### src/verilog/led_boost_pkg.sv
// Package of timing constants and enumerations for the LED boost control block.
package led_boost_pkg;

  // ********************************************************************
  // Clock rate.
  // ********************************************************************
  localparam int unsigned CLK_PERIOD_PS = 50000;

  // ********************************************************************
  // Printed times and derived cycle counts.
  // ********************************************************************
  localparam int unsigned MAX_ON_TIME_NS   = 4500;
  localparam int unsigned MIN_OFF_TIME_NS  = 400;
  localparam int unsigned BLANK_TIME_NS    = 400;
  localparam int unsigned ENABLE_QUAL_US   = 500;
  localparam int unsigned SHUTDOWN_QUAL_MS = 32;
  localparam int unsigned SHORT_OFF_MS     = 10;

  // Longest times and the shutdown qualifier round down; other least times round up, so never below one cycle.
  localparam int unsigned MAX_ON_CYCLES   = (MAX_ON_TIME_NS * 1000) / CLK_PERIOD_PS;
  localparam int unsigned MIN_OFF_CYCLES  =
    (MIN_OFF_TIME_NS * 1000 + CLK_PERIOD_PS - 1) / CLK_PERIOD_PS;
  localparam int unsigned BLANK_CYCLES    =
    (BLANK_TIME_NS * 1000 + CLK_PERIOD_PS - 1) / CLK_PERIOD_PS;
  localparam int unsigned ENABLE_CYCLES   =
    (ENABLE_QUAL_US * 1000000 + CLK_PERIOD_PS - 1) / CLK_PERIOD_PS;
  localparam int unsigned SHUTDOWN_CYCLES =
    32'((SHUTDOWN_QUAL_MS * 64'd1000000000) / CLK_PERIOD_PS);

  // ********************************************************************
  // Widths and soft-start figures.
  // ********************************************************************
  localparam int unsigned SHORT_TIMER_W  = 8;
  localparam int unsigned LONG_TIMER_W   = 20;
  localparam int unsigned SOFT_STEP_W    = 8;
  localparam logic [SOFT_STEP_W-1:0] SOFT_STEP_LAST = 8'hFF;

  // Current limit selection to the analog comparator.
  typedef enum logic [1:0] {
    LIMIT_QUARTER = 2'h0,
    LIMIT_HALF    = 2'h1,
    LIMIT_FULL    = 2'h2
  } limit_sel_t;

  typedef enum {
    SW_IDLE,
    SW_ON,
    SW_OFF_WAIT
  } switch_state_t;

endpackage

### src/verilog/input_sync.sv
// Three-stage input synchroniser that reports a level once stages two and three agree.
`timescale 1ns/1ps
module input_sync
  import led_boost_pkg::*;
(
  input  wire logic clk_in,
  input  wire logic sys_rst_in,
  input  wire logic async_in,
  output logic      level_out
);

  logic stage1;
  logic stage2;
  logic stage3;
  logic level;
  logic next_level;

  // ********************************************************************
  // Stable level tracking.
  // ********************************************************************

  // The level only follows when the two later stages agree, filtering one-cycle glitches.
  always_comb begin
    next_level = level;
    if (stage2 == stage3) begin
      next_level = stage3;
    end
  end

  // Stage one is read only by stage two, keeping metastability contained.
  always_ff @(posedge clk_in) begin
    if (sys_rst_in) begin
      stage1 <= 1'b0;
      stage2 <= 1'b0;
      stage3 <= 1'b0;
      level  <= 1'b0;
    end else begin
      stage1 <= async_in;
      stage2 <= stage1;
      stage3 <= stage2;
      level  <= next_level;
    end
  end

  assign level_out = level;

endmodule // input_sync

### src/verilog/led_boost_pfm_sequencer.sv
// Control logic of a constant-current LED boost converter with PFM switching.
`timescale 1ns/1ps
module led_boost_pfm_sequencer
  import led_boost_pkg::*;
#(
  parameter int unsigned ENABLE_QUAL_CYCLES   = ENABLE_CYCLES,
  parameter int unsigned SHUTDOWN_QUAL_CYCLES = SHUTDOWN_CYCLES
)
(
  input  wire logic       clk_in,
  input  wire logic       sys_rst_in,
  input  wire logic       pwm_ctrl_in,
  input  wire logic       feedback_low_in,
  input  wire logic       switch_current_limit_in,
  input  wire logic       overvoltage_sense_in,
  input  wire logic       supply_lockout_in,
  input  wire logic       over_temp_in,
  output logic            boost_power_switch_out,
  output logic            led_return_switch_out,
  output logic [1:0]      switch_current_limit_sel_out,
  output logic            enabled_out
);

  // ********************************************************************
  // Input synchronisers.
  // ********************************************************************
  logic ctrl_s;
  logic fb_low_s;
  logic switch_current_limit_s;
  logic ovp_s;
  logic supply_lockout_s;
  logic otp_s;

  input_sync u_sync_ctrl (.clk_in(clk_in), .sys_rst_in(sys_rst_in),
                          .async_in(pwm_ctrl_in), .level_out(ctrl_s));
  input_sync u_sync_fb   (.clk_in(clk_in), .sys_rst_in(sys_rst_in),
                          .async_in(feedback_low_in), .level_out(fb_low_s));
  input_sync u_sync_switch_current_limit (.clk_in(clk_in), .sys_rst_in(sys_rst_in),
                          .async_in(switch_current_limit_in), .level_out(switch_current_limit_s));
  input_sync u_sync_ovp  (.clk_in(clk_in), .sys_rst_in(sys_rst_in),
                          .async_in(overvoltage_sense_in), .level_out(ovp_s));
  input_sync u_sync_supply_lockout (.clk_in(clk_in), .sys_rst_in(sys_rst_in),
                          .async_in(supply_lockout_in), .level_out(supply_lockout_s));
  input_sync u_sync_otp  (.clk_in(clk_in), .sys_rst_in(sys_rst_in),
                          .async_in(over_temp_in), .level_out(otp_s));

  // A fault forces both switches open regardless of enable.
  logic fault;
  assign fault = supply_lockout_s | otp_s;

  // ********************************************************************
  // Enable and shutdown qualification.
  // ********************************************************************
  logic                    enabled;
  logic                    next_enabled;
  logic [LONG_TIMER_W-1:0] qual_cnt;
  logic [LONG_TIMER_W-1:0] next_qual_cnt;
  logic                    start_soft;

  // One counter measures the current high run while off, or low run while on.
  always_comb begin
    next_enabled  = enabled;
    next_qual_cnt = qual_cnt;
    start_soft    = 1'b0;
    if (!enabled) begin
      if (ctrl_s) begin
        if (qual_cnt >= LONG_TIMER_W'(ENABLE_QUAL_CYCLES - 1)) begin
          next_enabled  = 1'b1;
          next_qual_cnt = '0;
          start_soft    = 1'b1;
        end else begin
          next_qual_cnt = qual_cnt + 1'b1;
        end
      end else begin
        next_qual_cnt = '0;
      end
    end else begin
      // High pulses of any length just restart the low-run count.
      if (ctrl_s) begin
        next_qual_cnt = '0;
      end else if (qual_cnt >= LONG_TIMER_W'(SHUTDOWN_QUAL_CYCLES - 1)) begin
        next_enabled  = 1'b0;
        next_qual_cnt = '0;
      end else begin
        next_qual_cnt = qual_cnt + 1'b1;
      end
    end
  end

  always_ff @(posedge clk_in) begin
    if (sys_rst_in) begin
      enabled  <= 1'b0;
      qual_cnt <= '0;
    end else begin
      enabled  <= next_enabled;
      qual_cnt <= next_qual_cnt;
    end
  end

  // ********************************************************************
  // LED return switch and feedback blanking.
  // ********************************************************************
  logic                     led_on;
  logic                     next_led_on;
  logic [SHORT_TIMER_W-1:0] blank_cnt;
  logic [SHORT_TIMER_W-1:0] next_blank_cnt;

  // The switch follows the synchronised control level; a fresh closing starts blanking.
  always_comb begin
    next_led_on    = enabled & ctrl_s & ~fault;
    next_blank_cnt = (blank_cnt != '0) ? blank_cnt - 1'b1 : blank_cnt;
    if (next_led_on && !led_on) begin
      next_blank_cnt = SHORT_TIMER_W'(BLANK_CYCLES);
    end
  end

  always_ff @(posedge clk_in) begin
    if (sys_rst_in) begin
      led_on    <= 1'b0;
      blank_cnt <= '0;
    end else begin
      led_on    <= next_led_on;
      blank_cnt <= next_blank_cnt;
    end
  end

  // Feedback is trusted only outside the blanking window, and not in the closing cycle either,
  // because the sense voltage seen then still predates the LED switch closing.
  logic fb_valid_low;
  assign fb_valid_low = fb_low_s & (blank_cnt == '0) & ~(next_led_on & ~led_on);

  // ********************************************************************
  // PFM switching sequencer.
  // ********************************************************************
  switch_state_t            sw_state;
  switch_state_t            next_sw_state;
  logic [SHORT_TIMER_W-1:0] sw_cnt;
  logic [SHORT_TIMER_W-1:0] next_sw_cnt;
  logic                     cycle_done;
  logic                     run;

  assign run = enabled & ~fault & ~ovp_s;

  always_comb begin
    next_sw_state = sw_state;
    next_sw_cnt   = sw_cnt + 1'b1;
    cycle_done    = 1'b0;
    unique case (sw_state)
      SW_IDLE: begin
        next_sw_cnt = '0;
        if (run && fb_valid_low) begin
          next_sw_state = SW_ON;
        end
      end
      SW_ON: begin
        // Peak current or the on-time ceiling ends the pulse, whichever first.
        if (!run || switch_current_limit_s ||
            sw_cnt >= SHORT_TIMER_W'(MAX_ON_CYCLES - 1)) begin
          next_sw_state = SW_OFF_WAIT;
          next_sw_cnt   = '0;
          cycle_done    = 1'b1;
        end
      end
      SW_OFF_WAIT: begin
        if (sw_cnt >= SHORT_TIMER_W'(MIN_OFF_CYCLES - 1)) begin
          next_sw_cnt   = sw_cnt;
          next_sw_state = SW_IDLE;
        end
      end
    endcase
  end

  always_ff @(posedge clk_in) begin
    if (sys_rst_in) begin
      sw_state <= SW_IDLE;
      sw_cnt   <= '0;
    end else begin
      sw_state <= next_sw_state;
      sw_cnt   <= next_sw_cnt;
    end
  end

  // ********************************************************************
  // Soft-start current limit stepping.
  // ********************************************************************
  limit_sel_t             limit;
  limit_sel_t             next_limit;
  logic [SOFT_STEP_W-1:0] step_cnt;
  logic [SOFT_STEP_W-1:0] next_step_cnt;

  // Counting switch cycles, not time, keeps in-rush bounded at any load.
  always_comb begin
    next_limit    = limit;
    next_step_cnt = step_cnt;
    if (start_soft) begin
      next_limit    = LIMIT_QUARTER;
      next_step_cnt = '0;
    end else if (cycle_done && limit != LIMIT_FULL) begin
      if (step_cnt == SOFT_STEP_LAST) begin
        next_step_cnt = '0;
        next_limit    = (limit == LIMIT_QUARTER) ? LIMIT_HALF : LIMIT_FULL;
      end else begin
        next_step_cnt = step_cnt + 1'b1;
      end
    end
  end

  always_ff @(posedge clk_in) begin
    if (sys_rst_in) begin
      limit    <= LIMIT_QUARTER;
      step_cnt <= '0;
    end else begin
      limit    <= next_limit;
      step_cnt <= next_step_cnt;
    end
  end

  // ********************************************************************
  // Outputs.
  // ********************************************************************

  // The fault gate is combinational so a lockout opens the switch without delay.
  assign boost_power_switch_out       = (sw_state == SW_ON) & ~fault;
  assign led_return_switch_out        = led_on;
  assign switch_current_limit_sel_out = limit;
  assign enabled_out                  = enabled;

endmodule // led_boost_pfm_sequencer

### config.mk
export PLATFORM = sky130hd
export DESIGN_NAME = led_boost_pfm_sequencer
export DESIGN_NICKNAME = d
export VERILOG_FILES = /design/src/verilog/led_boost_pkg.sv /design/src/verilog/input_sync.sv /design/src/verilog/led_boost_pfm_sequencer.sv
export SDC_FILE = /design/constraint.sdc
export NUM_CORES = 1
export LEC_CHECK = 0
export ABC_AREA = 1
export BUFFER_PORTS_ARGS = -buffer_cell sky130_fd_sc_hd__buf_2
export CAP_MARGIN = 30
export CORE_MARGIN = 2
export CORE_UTILIZATION = 35
export DETAILED_ROUTE_END_ITERATION = 10
export RECOVER_POWER = 50
export SYNTH_ARGS = -nofsm -noshare
export SYNTH_HDL_FRONTEND = slang
export SYNTH_SLANG_ARGS = --single-unit
### constraint.sdc
create_clock -name clk_in -period 1.7 [get_ports clk_in]
set_input_delay 0.425 -clock clk_in [delete_from_list [all_inputs] [get_ports clk_in]]
set_output_delay 0.425 -clock clk_in [all_outputs]
set_load 0.01 [all_outputs]
---- After elaboration in Yosys (flattened, before gate mapping) ----
Index checks and enable logic that the tools add are counted.
storage, ports and cells
  flip-flop bits (word level) ............. 104
  bits in latches ......................... 0
  bits in writable memories ............... 0
  ROM bits ................................ 0
  input bits .............................. 8
  memories ................................ 0
operators by class
  add/subtract/negate cells ............... 4
  multiply operators ...................... 0
  div/mod/pow operators ................... 0
  magnitude comparators ................... 4
  equal/unequal tests ..................... 15
  shifts and indexed selects .............. 0
  multiplexer cells ....................... 24
  bitwise gates (word level) .............. 13
  reduce and logical (&&, ||, !) cells .... 16
operators with widths
  kind                                                   count
  two-way mux 20 bit                                     5
  two-way mux 32 bit                                     3
  one-hot mux 32 bit (3 select lines)                    1
  == test 32 x 2 -> 1 bit, second input constant         2
  == test 32 x 1 -> 1 bit, second input constant         1
  logical NOT 32 bit                                     1
  two-way mux 8 bit                                      3
  one-hot mux 8 bit (3 select lines)                     1
  adder 20 x 1 -> 20 bit, second input constant          1
  >= comparator 20 x 14 -> 1 bit, second input constant  1
  >= comparator 20 bit, second input constant            1
  adder 8 x 1 -> 8 bit, second input constant            2
  != test 2 bit, second input constant                   5
  bitwise AND 1 bit                                      8
  == test 8 bit, second input constant                   1
  >= comparator 8 x 3 -> 1 bit, second input constant    1
  >= comparator 8 x 7 -> 1 bit, second input constant    1
  logical NOT 8 bit                                      1
  two-way mux 1 bit                                      8
  two-way mux 4 bit                                      2
  nonzero test 8 bit                                     1
  subtractor 8 x 1 -> 8 bit, second input constant       1
  == test 1 bit                                          6
  NOT 1 bit                                              4
  other kinds (10)                                       15

---- Depth between registers and ports, before layout ----
  depth in word-level cells ............... 11
  depth in mapped cells ................... 12
  gate-level depth less buffers ........... 11

---- By module ----
A second synthesis with hierarchy kept.
unflattened totals
  cells, all modules ...................... 477
  area, all modules ....................... 3457.1 um^2
modules (own cells, without submodules)
  module                   times used  cells an instance  area each (um^2)  seq. area each (um^2)
  led_boost_pfm_sequencer  1           399                2728.9            1001.0
  input_sync               6           13                 121.4             80.1

---- Worst setup path after synthesis ----
OpenSTA, ideal clock, no wires.
  path type ............................... register to register
  from .................................... register qual_cnt[0]
  to ...................................... register step_cnt[6]
  arrival ................................. 1327 ps
  required time ........................... 1581 ps
  setup slack ............................. 254 ps
  stages on the path, launching flop included .. 11
  path through ............................ dfxtp_1 ha_1 nand2_1 inv_1 nand2_1 inv_1 nand3_1 nand3_1 nand2_1 nand2_2 nor2_1
on the way
  longest elaborated chain between the ends .. 5
RTL lines
  what                                 RTL line                        RTL
  start, declared                      led_boost_pfm_sequencer.sv:56   logic [LONG_TIMER_W-1:0] qual_cnt;
  start signal, assigned               led_boost_pfm_sequencer.sv:96   qual_cnt <= next_qual_cnt;
  >= comparator 20 x 14 -> 1 bit       led_boost_pfm_sequencer.sv:67   if (qual_cnt >= LONG_TIMER_W'(ENABLE_QUAL_CYCLES - 1)) begin
  two-way mux 1 bit                    led_boost_pfm_sequencer.sv:67
  two-way mux 1 bit                    led_boost_pfm_sequencer.sv:66   if (ctrl_s) begin
  two-way mux 1 bit                    led_boost_pfm_sequencer.sv:65   if (!enabled) begin
  OR reduction 2 bit (no source line)  --
  end signal, assigned                 led_boost_pfm_sequencer.sv:214  step_cnt <= next_step_cnt;
  end, declared                        led_boost_pfm_sequencer.sv:188  logic [SOFT_STEP_W-1:0] step_cnt;
No other way between the ends.
A chain may end at the register's enable or synchronous reset.

---- Final worst setup path ----
  from .................................... register sw_state[1]
  to ...................................... output boost_power_switch_out
on the way
  longest elaborated chain between the ends .. 2
RTL lines
  what                     RTL line                        RTL
  start, declared          led_boost_pfm_sequencer.sv:135  switch_state_t sw_state;
  start signal, assigned   led_boost_pfm_sequencer.sv:178  sw_state <= next_sw_state;
  == test 32 x 2 -> 1 bit  led_boost_pfm_sequencer.sv:223  assign boost_power_switch_out = (sw_state == SW_ON) & ~fault;
  bitwise AND 1 bit        led_boost_pfm_sequencer.sv:223
  end, declared            led_boost_pfm_sequencer.sv:18   output logic boost_power_switch_out,
No other way between the ends.

==> results.toml <==
[synthesis]
synth_simple_gate_area_share_pct = 32.81
syn_inst = 535
ys.flop_type = "dfxtp_1"
synth_mux_area_share_pct = 0
synth_compound_area_share_pct = 10.03
synth-seq-area-share_pct = 40.67
synthAdderAreaFrac_pct = 3.435
netlist_area_um2 = 3642
yosys.area.top_type_share_pct = 40.67
synth_top_area_cell = "dfxtp_1"
netlist-cell-type-count = 31
synth_top_family_by_area = "simple AND/OR/NAND/NOR gates"
synth_xor_area_share_pct = 3.126
ys_async_sr_fraction_pct = 0
syn_nets = 553
avgSynthCellArea_um2 = 6.808
synth_enable_flop_cells = 0
ys_top_cells_by_area = "dfxtp_1 41%, nand2_1 11%, nor2_1 10%, inv_1 8.1%, nand3_1 6.0%"
yosysMostFrequentCell = "nand2_1"
yosysWarnings = 0
synth-seq-cells = 74
synth_common_cells = "108 x nand2_1, 99 x nor2_1, 79 x inv_1"

[setup_path]
path_class = "reg -> out"
rrSetupSlack_ns = 0.16
arrival_ns = 1.21
cp-end-kind = "output port"
path_buf_inv = 3
path_cells = "inv_2 > ha_4 > inv_4 > nor3_4 > buf_2"
crit_path_max_fanout = 2
critPathLaunchType = "flip-flop"
worst_ep_required_time_ns = 1.27
max_stage_delay_ns = 0.33
cp_slowest_cell = "dfxtp_2"
crit_family = "flip-flops"

[timing]
min_period_ns = 1.632
slew_headroom_pct = 28.81
drv_slew = 0
setup_viol = 0
final_hold_viol_count = 0
worstMarginPinSlew_ns = 1.068
clock.fmax_ghz = 0.6127
rsz0062_at_grt = "no"
worst_clock_skew_ns = 0.008794
timing.final.crit_share_pct = 96.01

[route]
maxUsedRoutingLayer = "met4"
totalWireLength_um = 7437
wl_per_cell_um = 10.56
ant_nets = 0
wirelength_met1_um = 3639
drc_errors = 0
vias = 3262
dr_wl_met2_um = 3372
drt-vias-per-instance = 4.634
dr.pass1.iters = 6
wl_met3_um = 235
drtIter0Drc = 141

[floorplan]
dieWidth_um = 106.0
placementRows = 37
dieArea_um2 = 11240
num_io_pins = 13
start_util_pct = 35.60
die_y_um = 106.0
core_um2 = 10230

[final_layout]
drive_above_1_share_pct = 9.683
multi_input_area_um2 = 1828
fin_cells = 704
n_antenna_cell = 0
final-seq-area_um2 = 1486
final_nets = 584
fillCellCount = 1067
final_cell_area_um2 = 4175
area_growth_syn_to_layout_pct = 14.63

[clock_network]
root_buffer = "clkbuf_8"
cts_max_path_buffers = 2
h-tree-depth = 3
cts-buffers-inserted = 9
cts_tree = "yes"
insertion_delay_ns = 0.35
numClockSinks = 74
clk_pin_slew_ns = 0.08

[global_route]
track_usage_pct = 14.26
grt_first_pass_wirelength_um = 12960
grt_max_degree = 26
grt_pass1_vias = 3090
antenna_found_initial = 0
grt_overflow = 0

[placed_design]
dp_cells = 685
placement.io_buffers = 12
dpl_cell_area_um2 = 3910
gp_congestion = 0.8595
dpl.hpwl_um = 5358

[flow_run]
drv_cap = 0

[pwr]
peakVddDrop_mv = 0.4094
power_density_nw_per_um2 = 989.0
total_leakage_power_uw = 0.001737

[status]
status = "finished, final reports clean"

[hold_path]
worst_hold_path_type = "in -> reg"
==> area by class of cell <==
class | count | share of cell area [%]
Multi-Input combinational cell | 371 | 43.78
Inverter | 81 | 7.342
Timing Repair Buffer | 29 | 4.555
Tap cell | 136 | 4.076
Sequential cell | 74 | 35.60
Clock buffer | 9 | 2.967
Clock inverter | 4 | 1.678
==> final timing paths <==
path | start | to | depth (start not counted)
worst max-delay path | sw_state[1] | boost_power_switch_out | 5
worst min-delay path | switch_current_limit_in | u_sync_switch_current_limit.stage1 | 3
worst max register to register | sw_state[1] | sw_cnt[6] | 8
worst min register to register | u_sync_otp.stage1 | u_sync_otp.stage2 | 2
==> registers in the layout (all words and copies together) (netlist names), 2 cells and up <==
register	cells
sw_cnt	8
qual_cnt	20
switch_current_limit_sel_out	2
blank_cnt	8
step_cnt	8
sw_state	2
==> stage by stage <==
step / power (uW) / hold slack [ns] / worst slack, ns / utilization, % / TNS, ns
3_5_place_dp: 2675 / 0.3929 / 0.1575 / 38.22 / 0
6_report: 4129 / 0.2765 / 0.06778 / 40.81 / 0
4_1_cts: 4173 / 0.2606 / -0.01248 / 40.69 / -0.01248
2_1_floorplan: 2521 / 0.3883 / 0.2542 / - / 0
5_1_grt: 4395 / 0.2694 / 0.008205 / 40.81 / 0
3_3_place_gp: 2649 / 0.3901 / 0.2096 / 38.22 / 0
==> placed cells by master, fill, tap and decap left out, types with 2 or more instances in the layout <==
master,instances
clkbuf_8,9
a21oi_1,42
nand3_1,44
xnor2_1,2
o21bai_1,3
nor4_1,2
a211oi_1,3
nand3b_1,3
nand2_2,3
nor3_4,2
dfxtp_1,72
ha_1,9
buf_2,7
inv_1,77
nor2_2,3
buf_4,15
nand2_1,108
clkinv_2,2
bufinv_16,2
clkbuf_1,6
nand4_1,6
nor2_1,99
o21ai_0,16
inv_2,3
nor3_1,6
nand2_4,2
xor2_1,11
==> cells by family (layout without fill, tap and decap cells) <==
kind of cell | Yosys count | in the layout
fa+ha+maj | 10 | 10
buf+inv | 90 | 123
xor+xnor | 13 | 13
flops | 74 | 74
compound gates | 67 | 67
simple gates | 281 | 281
==> worst register-to-register path: cells and delay by family, from the launching register on <==
family / cells / cell delay [ns]
XOR/XNOR: 1 / 0.17
flip-flops: 1 / 0.33
buffers and inverters: 3 / 0.26
adder cells (fa/ha/maj): 1 / 0.22
AND/OR/NAND/NOR: 3 / 0.48
==> where the power goes <==
part	total, uW	switching, uW	leakage, uW	internal (uW)
combinational	788	444	0.00103	344
sequential	1940	88.0	0.000602	1850
clock	1400	606	0.000101	796
total	4130	1140	0.00174	2990
==> metal layers <==
metal | up-vias | GRT usage [%]
met1 | 1462 | 17.34
met2 | 48 | 23.78
met3 | 13 | 3.311
li1 | 1739 | -
met4 | 0 | 6.861
met5 | - | 0
==> what timing repair did <==
item / CTS / global route
hold buffers: 0 / 0
setup buffers: 4 / 2
pin swaps: 2 / 2
setup endpoints to repair: 1 / 11
gates resized for setup: 9 / 2
Note: power is estimated with default switching activity, not from simulation.
